$ cat config.mk
export PLATFORM = sky130hd
export DESIGN_NAME = sfw_top
export DESIGN_NICKNAME = d
export VERILOG_FILES = /design/src/design/sfw_pkg.sv /design/src/design/sfw_prescaler.sv /design/src/design/sfw_top.sv
export SDC_FILE = /design/constraint.sdc
export NUM_CORES = 1
export LEC_CHECK = 0
export ABC_AREA = 1
export BUFFER_PORTS_ARGS = -buffer_cell sky130_fd_sc_hd__buf_2
export CAP_MARGIN = 20
export CORE_MARGIN = 2
export CORE_UTILIZATION = 55
export DETAILED_ROUTE_END_ITERATION = 10
export PLACE_DENSITY = 0.89
export SKIP_LAST_GASP = 1
export SLEW_MARGIN = 20
export SYNTH_ARGS = -nofsm -noshare
export SYNTH_HDL_FRONTEND = slang
export SYNTH_SLANG_ARGS = --single-unit
$ cat constraint.sdc
create_clock -name core_clk -period 3.7 [get_ports core_clk]
set_input_delay 0.185 -clock core_clk [delete_from_list [all_inputs] [get_ports core_clk]]
set_output_delay 0.185 -clock core_clk [all_outputs]
set_load 0.1 [all_outputs]
$ cat src/design/sfw_pkg.sv
// Purpose: Shared constants for the software fault supervision timer
// Assumes: 40 MHz core clock, AXI4-Lite register access
// Notes: One control register, one aligned word
package sfw_pkg;
    // ********************************
    // Register map
    // ********************************
    localparam logic [3:0] SFW_CTRL_ADDR = 4'h0;
    localparam logic [7:0] SFW_CTRL_RESET = 8'h7F;
    localparam int SFW_ENABLE_BIT = 7;
    localparam int SFW_MSB_BIT = 6;
    localparam int SFW_CNT_WIDTH = 7;
    // ********************************
    // Timing
    // ********************************
    localparam int SFW_PRESCALE_CYCLES = 16384;
    localparam int SFW_CLK_MHZ = 40;
    localparam int SFW_RST_PULSE_US = 30;
    localparam int SFW_RST_PULSE_CYCLES = SFW_RST_PULSE_US * SFW_CLK_MHZ;
    // ********************************
    // AXI responses
    // ********************************
    localparam logic [1:0] SFW_RESP_OKAY = 2'h0;
    localparam logic [1:0] SFW_RESP_SLVERR = 2'h2;
endpackage

$ cat src/design/sfw_prescaler.sv
// Purpose: Free-running divider giving one-cycle tick enables
// Assumes: Single clock, synchronous active-high reset
// Notes: Never cleared by register writes
`timescale 1ns/100ps
module sfw_prescaler
#(
    parameter int DIVIDE = 16384
)
(
    input wire logic core_clk,
    input wire logic rst,
    output logic tick
);
    localparam int CW = $clog2(DIVIDE);
    localparam logic [CW-1:0] LAST = CW'(DIVIDE - 1);
    logic [CW-1:0] count_ff;
    logic [CW-1:0] nxt_count;
    logic wrapNow;

    assign wrapNow = (count_ff == LAST);
    assign nxt_count = wrapNow ? '0 : count_ff + CW'(1);

    always_ff @(posedge core_clk)
    begin
        if (rst)
        begin
            count_ff <= '0;
            tick <= 1'b0;
        end
        else
        begin
            count_ff <= nxt_count;
            tick <= wrapNow;
        end
    end
endmodule

$ cat src/design/sfw_top.sv
// Purpose: Software fault supervision timer with AXI4-Lite control register
// Assumes: 40 MHz core_clk; option bits static straps; haltRequest same clock
// Notes: resetOut_n is held low for the pulse time, then released
//
// The implementer's own choices: the AXI4-Lite register port and the placing of the registers.
`timescale 1ns/100ps

// What this block does
// - Reset the system when the period ends without a software reload.
// - Seven-bit counter decrements once every 16384 clock cycles.
// - Low six counter bits give 64 selectable timeout lengths.
// - Enabled and counter passing 40h to 3Fh starts a reset.
// - Reset pulse holds the reset output low about 30 microseconds.
// - Counter keeps counting while disabled; only the reset is suppressed.
// - Any reset clears the enable bit.
// - Writes cannot clear the enable once set; only reset can.
// - Writing enable set with bit 6 clear resets at once.
// - Halt request while active produces a reset instead.
// - Timeout varies because writes do not realign the prescaler.
// - An option bit decides whether halt causes a reset.
// - An option bit selects always-active hardware mode.
// - In hardware mode the enable bit has no effect.
// - Control register reads 7Fh after reset.
module sfw_top
    import sfw_pkg::*;
#(
    parameter int PRESCALE = SFW_PRESCALE_CYCLES,
    parameter int PULSE_CYCLES = SFW_RST_PULSE_CYCLES
)
(
    input wire logic core_clk,
    input wire logic rst,
    input wire logic [3:0] s_axi_awaddr,
    input wire logic s_axi_awvalid,
    output logic s_axi_awready,
    input wire logic [31:0] s_axi_wdata,
    input wire logic [3:0] s_axi_wstrb,
    input wire logic s_axi_wvalid,
    output logic s_axi_wready,
    output logic [1:0] s_axi_bresp,
    output logic s_axi_bvalid,
    input wire logic s_axi_bready,
    input wire logic [3:0] s_axi_araddr,
    input wire logic s_axi_arvalid,
    output logic s_axi_arready,
    output logic [31:0] s_axi_rdata,
    output logic [1:0] s_axi_rresp,
    output logic s_axi_rvalid,
    input wire logic s_axi_rready,
    input wire logic haltRequest,
    input wire logic optHardwareMode,
    input wire logic optHaltReset,
    output logic resetOut_n,
    output logic haltGranted
);
    // ********************************
    // Declarations
    // ********************************
    typedef enum logic [1:0] {SFW_IDLE, SFW_PULSE} sfw_state_e;
    localparam int PW = $clog2(PULSE_CYCLES + 1);

    sfw_state_e state_ff;
    sfw_state_e nxt_state;
    logic [PW-1:0] pulseCnt_ff;
    logic [PW-1:0] nxt_pulseCnt;
    logic enable_ff;
    logic [SFW_CNT_WIDTH-1:0] count_ff;
    logic [SFW_CNT_WIDTH-1:0] nxt_count;
    logic nxt_enable;
    logic tick;
    logic hwSync1_ff;
    logic hwSync2_ff;
    logic hlSync1_ff;
    logic hlSync2_ff;
    logic awHeld_ff;
    logic wHeld_ff;
    logic [3:0] awAddr_ff;
    logic [7:0] wByte_ff;
    logic wLane_ff;
    logic arHit;
    logic doWrite;
    logic ctrlWrite;
    logic active;
    logic expire;
    logic swReset;
    logic haltReset;
    logic fire;
    logic nxt_resetOut_n;

    // ********************************
    // Prescaler
    // ********************************
    // Free running so writes land at an unknown phase
    sfw_prescaler #(.DIVIDE(PRESCALE)) u_presc
    (
        .core_clk(core_clk),
        .rst(rst),
        .tick(tick)
    );

    // ********************************
    // Option straps
    // ********************************
    always_ff @(posedge core_clk)
    begin
        hwSync1_ff <= optHardwareMode;
        hwSync2_ff <= hwSync1_ff;
        hlSync1_ff <= optHaltReset;
        hlSync2_ff <= hlSync1_ff;
    end

    // ********************************
    // Bus write path
    // ********************************
    assign doWrite = awHeld_ff && wHeld_ff && !s_axi_bvalid;
    assign ctrlWrite = doWrite && (awAddr_ff[3:2] == SFW_CTRL_ADDR[3:2])
        && wLane_ff;

    always_ff @(posedge core_clk)
    begin
        if (rst)
        begin
            awHeld_ff <= 1'b0;
            wHeld_ff <= 1'b0;
            awAddr_ff <= 4'h0;
            wByte_ff <= 8'h00;
            wLane_ff <= 1'b0;
            s_axi_awready <= 1'b0;
            s_axi_wready <= 1'b0;
            s_axi_bvalid <= 1'b0;
            s_axi_bresp <= SFW_RESP_OKAY;
        end
        else
        begin
            s_axi_awready <= !awHeld_ff && !s_axi_awready && s_axi_awvalid;
            s_axi_wready <= !wHeld_ff && !s_axi_wready && s_axi_wvalid;
            if (s_axi_awvalid && s_axi_awready)
            begin
                awHeld_ff <= 1'b1;
                awAddr_ff <= s_axi_awaddr;
            end
            if (s_axi_wvalid && s_axi_wready)
            begin
                wHeld_ff <= 1'b1;
                wByte_ff <= s_axi_wdata[7:0];
                wLane_ff <= s_axi_wstrb[0];
            end
            if (doWrite)
            begin
                awHeld_ff <= 1'b0;
                wHeld_ff <= 1'b0;
                s_axi_bvalid <= 1'b1;
                s_axi_bresp <= (awAddr_ff[3:2] == SFW_CTRL_ADDR[3:2])
                    ? SFW_RESP_OKAY : SFW_RESP_SLVERR;
            end
            else if (s_axi_bvalid && s_axi_bready)
            begin
                s_axi_bvalid <= 1'b0;
            end
        end
    end

    // ********************************
    // Bus read path
    // ********************************
    assign arHit = (s_axi_araddr[3:2] == SFW_CTRL_ADDR[3:2]);

    always_ff @(posedge core_clk)
    begin
        if (rst)
        begin
            s_axi_arready <= 1'b0;
            s_axi_rvalid <= 1'b0;
            s_axi_rdata <= 32'h0000_0000;
            s_axi_rresp <= SFW_RESP_OKAY;
        end
        else
        begin
            s_axi_arready <= !s_axi_arready && !s_axi_rvalid
                && s_axi_arvalid;
            if (s_axi_arvalid && s_axi_arready)
            begin
                s_axi_rvalid <= 1'b1;
                s_axi_rdata <= arHit ? {24'h000000, enable_ff, count_ff}
                    : 32'h0000_0000;
                s_axi_rresp <= arHit ? SFW_RESP_OKAY : SFW_RESP_SLVERR;
            end
            else if (s_axi_rvalid && s_axi_rready)
            begin
                s_axi_rvalid <= 1'b0;
            end
        end
    end

    // ********************************
    // Counter and enable
    // ********************************
    // Enable is sticky: a written zero is ignored
    assign nxt_enable = enable_ff
        || (ctrlWrite && wByte_ff[SFW_ENABLE_BIT]);
    // Write wins over a tick in the same cycle, reload is the refresh
    assign nxt_count = ctrlWrite ? wByte_ff[SFW_CNT_WIDTH-1:0]
        : tick ? count_ff - 7'h01 : count_ff;
    // Hardware mode makes the enable bit irrelevant
    assign active = enable_ff || hwSync2_ff;
    assign expire = active && tick && !ctrlWrite
        && (count_ff == 7'h40);
    assign swReset = ctrlWrite && (wByte_ff[SFW_ENABLE_BIT] || active)
        && !wByte_ff[SFW_MSB_BIT];
    assign haltReset = active && hlSync2_ff && haltRequest;
    assign fire = (state_ff == SFW_IDLE) && (expire || swReset || haltReset);

    always_ff @(posedge core_clk)
    begin
        if (rst)
        begin
            enable_ff <= SFW_CTRL_RESET[SFW_ENABLE_BIT];
            count_ff <= SFW_CTRL_RESET[SFW_CNT_WIDTH-1:0];
        end
        else
        begin
            enable_ff <= nxt_enable;
            count_ff <= nxt_count;
        end
    end

    // ********************************
    // Reset pulse generator
    // ********************************
    always_comb
    begin
        nxt_state = state_ff;
        nxt_pulseCnt = pulseCnt_ff;
        nxt_resetOut_n = 1'b1;
        case (state_ff)
            SFW_IDLE:
            begin
                if (fire)
                begin
                    nxt_state = SFW_PULSE;
                    nxt_pulseCnt = PW'(PULSE_CYCLES - 1);
                    nxt_resetOut_n = 1'b0;
                end
            end
            SFW_PULSE:
            begin
                if (pulseCnt_ff == '0)
                begin
                    nxt_state = SFW_IDLE;
                end
                else
                begin
                    nxt_pulseCnt = pulseCnt_ff - PW'(1);
                    nxt_resetOut_n = 1'b0;
                end
            end
            default:
            begin
                nxt_state = SFW_IDLE;
            end
        endcase
    end

    always_ff @(posedge core_clk)
    begin
        if (rst)
        begin
            state_ff <= SFW_IDLE;
            pulseCnt_ff <= '0;
            resetOut_n <= 1'b1;
            haltGranted <= 1'b0;
        end
        else
        begin
            state_ff <= nxt_state;
            pulseCnt_ff <= nxt_pulseCnt;
            resetOut_n <= nxt_resetOut_n;
            // Halt proceeds only when it is not turned into a reset
            haltGranted <= haltRequest && !haltReset;
        end
    end

    // ********************************
    // Checks
    // ********************************
    a_pulse_width: assert property (
        @(posedge core_clk) disable iff (rst)
        $fell(resetOut_n) |-> !resetOut_n [*8])
        else $error("reset pulse too short");
    a_expire_fires: assert property (
        @(posedge core_clk) disable iff (rst)
        (state_ff == SFW_IDLE && expire) |=> !resetOut_n)
        else $error("expiry did not drive reset");
    a_enable_sticky: assert property (
        @(posedge core_clk) disable iff (rst)
        enable_ff |=> enable_ff)
        else $error("enable cleared by write");
    a_count_step: assert property (
        @(posedge core_clk) disable iff (rst)
        (tick && !ctrlWrite) |=> count_ff == $past(count_ff) - 7'h01)
        else $error("counter did not decrement");
    a_disabled_quiet: assert property (
        @(posedge core_clk) disable iff (rst)
        (!active && !ctrlWrite && state_ff == SFW_IDLE) |=> resetOut_n)
        else $error("reset while disabled");
    a_sw_reset: assert property (
        @(posedge core_clk) disable iff (rst)
        (state_ff == SFW_IDLE && swReset) |=> !resetOut_n)
        else $error("software reset missing");
    a_halt_reset: assert property (
        @(posedge core_clk) disable iff (rst)
        (state_ff == SFW_IDLE && haltReset) |=> !resetOut_n ##0 !haltGranted)
        else $error("halt did not reset");
    a_write_reload: assert property (
        @(posedge core_clk) disable iff (rst)
        ctrlWrite |=> count_ff == $past(wByte_ff[6:0]))
        else $error("write did not reload counter");
endmodule

Yosys cells after proc, flatten, opt, wreduce, memory -nomap -nowiden --
Index checks and enable logic that the tools add are counted.
Word-level totals: bits in registers 98, latch bits 0, bits in writable memories 0, memory bits (read-only) 0, input bits 54, output and inout bits 43, word-level logic and storage cells 104, memories 0
Operators by class: add/subtract/negate cells 3, multipliers 0, divide/modulo/power cells 0, magnitude comparators 0, equal/unequal tests 6, shift-type cells 0, mux-type cells 18, bitwise operators 0, reductions and logical operators 52
Operator list (number):
- $logic_and 1x1->1 | 25
- $mux 11 | 2
- $pmux 11 s2 | 1
- $add 14x1->14 const B | 1
- $eq 14x14->1 const B | 1
- $mux 7 | 2
- $logic_not 11->1 | 1
- $sub 11x1->11 const B | 1
- $logic_not 1->1 | 10
- $mux 2 | 4
- $mux 8 | 1
- $reduce_bool 2->1 | 4
- $eq 7x7->1 const B | 1
- $sub 7x1->7 const B | 1
- $logic_not 2->1 | 3
- $mux 1 | 6
- $ne 2x2->1 const B | 3
- $logic_or 1x1->1 | 5
- $pmux 2 s2 | 1
- $reduce_or 2->1 | 2
- $reduce_and 3->1 | 1
- $eq 2x1->1 const B | 1
- $pmux 1 s2 | 1
- $reduce_and 2->1 | 1

Logic depth before layout (Yosys ltp) --
depth after elaboration 12, depth in mapped cells 10, mapped depth without buffers 10

Modules after synthesis --
Synthesis repeated with hierarchy kept, for this count alone.
Unflattened totals: cells, all modules 454, area total of the unflattened synthesis 3263.1 µm²
By module, submodules not included:
- sfw_top | instances 1, cells each 349, area an instance 2533.7 µm², seq. area each 1081.0 µm²
- sfw_prescaler | instances 1, cells each 105, area an instance 729.4 µm², seq. area each 300.3 µm²

Worst setup path before layout --
Ideal clock, no wire load.
path type register -> register, start reg s_axi_bvalid, end reg pulseCnt_ff[9], setup time 0.111 ns, arrival time 1.806 ns, required time 3.589 ns, path slack 1.783 ns, stages on the path, launching flop included 10, buffers on the path 0, cell sequence dfxtp_1 > inv_1 > nand3_1 > nor2_1 > nand4_1 > nand3_4 > nand2_8 > inv_6 > nor2_2 > nor2_2
On the way: longest elaborated chain between the ends 12
RTL lines:
- start: declaration | RTL line sfw_top.sv:41 | output logic s_axi_bvalid,
- start signal: assignment | RTL line sfw_top.sv:130 | s_axi_bvalid <= 1'b0;
- start signal: assignment | RTL line sfw_top.sv:152 | s_axi_bvalid <= 1'b1;
- start signal: assignment | RTL line sfw_top.sv:158 | s_axi_bvalid <= 1'b0;
- $logic_not 1->1 (*) | RTL line sfw_top.sv:115 | assign doWrite = awHeld_ff && wHeld_ff && !s_axi_bvalid;
- $logic_and 1x1->1 (*) | RTL line sfw_top.sv:115
- $logic_and 1x1->1 (*) | RTL line sfw_top.sv:116 | assign ctrlWrite = doWrite && (awAddr_ff[3:2] == SFW_CTRL_ADDR[3:2])
- $logic_and 1x1->1 (*) | RTL line sfw_top.sv:117 | && wLane_ff;
- $logic_not 1->1 | RTL line sfw_top.sv:206 | assign expire = active && tick && !ctrlWrite
- $logic_and 1x1->1 | RTL line sfw_top.sv:206
- $logic_and 1x1->1 | RTL line sfw_top.sv:207 | && (count_ff == 7'h40);
- $logic_or 1x1->1 (*) (2 in a row) | RTL line sfw_top.sv:211 | assign fire = (state_ff == SFW_IDLE) && (expire || swReset || haltReset);
- $logic_and 1x1->1 (*) | RTL line sfw_top.sv:211
- $ne 2x2->1 (no source line) (*)
- $reduce_and 3->1 (no source line) (*)
- end signal: assignment | RTL line sfw_top.sv:276 | pulseCnt_ff <= nxt_pulseCnt;
- end: declaration | RTL line sfw_top.sv:64 | logic [PW-1:0] pulseCnt_ff;
Mark *: on every way between the ends. The rest lies on a longest branch, timed or not. A chain may end at the register's enable or synchronous reset.

Worst setup path after layout --
start reg pulseCnt_ff[0], end reg pulseCnt_ff[5]
On the way: longest elaborated chain between the ends 3
RTL lines (RTL line):
- $sub 11x1->11 or $logic_not 11->1 (tied branches) | sfw_top.sv:253, sfw_top.sv:247
- $mux 11 or $ne 2x2->1 (tied branches)
- $pmux 11 s2 or $reduce_and 3->1 (tied branches)
Several ways; a longest one is shown, not always the timed one. The select of a mux whose other input is x is not followed.

==> metrics <==
status finished, final reports clean; Worst Tran Pin Value 0.888 ns; Vias/cell 4.95; Layout area overhead 12.0%; Clock Sinks 69; Clock Power Share 36.6%; main combinational cell family by area after synthesis simple AND/OR/NAND/NOR gates; met1 Use GR 25.4%; final worst slack 2.01 ns; fin cells 549; sequential cell area 1380 um^2; min cycle time layout 1.69 ns; Seq/Total Area, Yosys 42.7%; Root Buffer clkbuf_8; Syn Area/Cell 7.55 um^2; DP Cell Count 531; Leakage 0.00166 uW; Top Usage Layer GRT met2; HPWL after DPL 4.40 mm; VDD IR max 315 uV; critical path startpoint category flop; Post-synth EDFFs 0; post-synth cell types 36; Worst-Skew Late Latency 0.35 ns; first-pass GRT wire length 10.5 mm; Sw Ratio 31.7%; reg2reg path depth 9; most common cell after layout, fill and taps aside nand2_1; Final ANT Viol Nets 0; initial detailed-routing violation count 132; final wirelength 6.17 mm; CTS Buffer Depth 2; # Post-CTS Setup Buffers 0; final core utilization 64.6%; CP cell instances inv_1 -> ha_1 -> nand3_2 -> nor2_4 -> nand3_4 -> nand2_8 -> inv_6 -> nor2_2 -> nor2_2; RePlAce Congestion 0.887; Switch Pwr 557 uW; Max Clock Skew 0.00791 ns; CP max stage delay 0.33 ns; HP Start s_axi_arvalid; final-report setup violation count 0; crit-path leading delay family simple AND/OR/NAND/NOR gates; final hold viol count 0; total track usage 21.0%; most frequent cells in the layout nand2_1, dfxtp_1, nor2_1; fin crit share 45.7%; number of fill cells in the layout 480; average wire per standard cell 11.2 um; synthesis-stage register bit count 69; CTS Buf Count 9; layout cells sized above 1 18.7%; Initial Util 57.7%; accumulated negative setup slack 0 ns; synthesized area 3230 um^2; GR Util met3 6.40%; drt drc 0; initial antenna violation count 0; CORE AREA 5610 um^2; PwrDens 485 nW/um^2; I/O Pins 97; port buffer count 39; vias in the first global route 2470; CTS tree yes; CP Buf/Inv Count 2; drt pass-1 iters 4; crit path launch pulseCnt_ff[0]; ant diodes 0; CTS-repair resized insts 0; largest net degree at the start of global routing 33; RSZ-0062 raised after global routing false; Max Cap Violations 0; Power Internal 1200 uW; Syn Inst Count 428; Synth Area in Adders 1.16%; hold path depth 3; detailed-route via count 2715; Placement Setup Slack 1.91 ns; multiplexer area fraction after synthesis 0%; die area 6510 um^2; slowest CP cell dfxtp_1; grt total ovfl 0; max-slew violation count 0; Comb pwr share 18.3%; Ys Warns 0; Primary FF master, synth dfxtp_1; CTS clock-pin slew for the worst setup and hold paths 0.07 ns; Worst EP required 3.95 ns; element type at the critical path end flop; Critical Path Stages 9; FMAX 0.591 GHz; Crit Path Class reg2reg; row count 27; Synth Area in Simple Gates 31.2%; Compound-Gate Fraction of Synth Area 9.33%; Synth Area in XOR/XNOR 3.25%; WP data arrival 1.94 ns; Most common cell on crit path nor2_2; Final nets 529; Die Ht 80.7 um; GRT met2 Usage 34.3%; footprint of the multi-input gates 1550 um^2; CP max FO 8; H-tree levels 3; slew margin rel. 40.7%; Die W 80.7 um; Worst R2R Start pulseCnt_ff[0]; Flop pwr share 45.2%; Worst Hold Class in2reg; Async S/R FF share, synth 0%; cts hold-fix bufs 2
## routing by layer
layer,vias to the layer above,share of wire (%)
met5,-,0
met4,0,1.8
met3,12,5.6
met2,76,48
met1,1234,45
li1,1393,-
## tightest hold or removal path, stage by stage
cell and delay, ns:
buf_2 0.11, nand2_1 0.05, nor3_1 0.04
## per-stage QoR
stage | power (uW) | cell area, um^2 | hold WS [ns]
final | 1760 | 3620 | 0.0726
after CTS | 1760 | 3620 | 0.0614
after global routing | 1820 | 3620 | 0.0541
after global placement | 1120 | 3390 | 0.289
after detailed placement | 1130 | 3390 | 0.294
after floorplan | 1110 | 3330 | 0.213
## worst paths after layout
path | end | slack (ns)
setup / recovery | pulseCnt_ff[5] | 2.01
hold / removal | s_axi_arready | 0.07
hold reg to reg | hlSync2_ff | 0.33
setup reg to reg | pulseCnt_ff[5] | 2.01
## logic make-up after synthesis
kind of cell / count (synthesis)
AO/OA/AOI/OAI: 53
XOR/XNOR: 12
AND/OR/NAND/NOR: 212
adder cells (fa/ha/maj): 3
flip-flops: 69
other: 1
buffers and inverters: 78
## power groups by stage
stage          registers (uW)  logic [uW]  clock network [uW]
2_1_floorplan             846         260                   0
3_3_place_gp              808         312                   0
3_5_place_dp              810         318                   0
4_1_cts                   793         321                 650
5_1_grt                   796         348                 678
6_report                  793         321                 642
## layout make-up
class / instances / area share [%]
flip-flops and latches: 69 / 38.1
clock inverters: 3 / 1.17
well taps: 72 / 2.49
multi-input cells: 306 / 42.8
clock buffers: 13 / 4.66
inverters: 45 / 4.80
repair buffers: 41 / 5.94
## synthesized netlist by cell type, drive strengths merged, types with 2 or more instances
cell / count / area share [%]
nand2: 93 / 12
o21ai: 18 / 2.8
ha: 3 / 1.2
nand4: 3 / 0.77
dfxtp: 69 / 43
nor2: 76 / 11
nor3: 8 / 1.4
xor2: 9 / 2.4
buf: 27 / 6.2
or2: 2 / 0.39
nand3: 27 / 5.7
clkbuf: 6 / 0.70
xnor2: 3 / 0.81
a21oi: 26 / 4.3
inv: 44 / 5.3
o2111ai: 6 / 1.6
## state kept, by name, summed over array words and instances, names as in the netlist, 2 cells and up
signal	count
wByte_ff	8
count_ff	7
s_axi_rdata	8
u_presc.count_ff	14
pulseCnt_ff	11
awAddr_ff	2
Note: power is estimated with default switching activity, not from simulation.
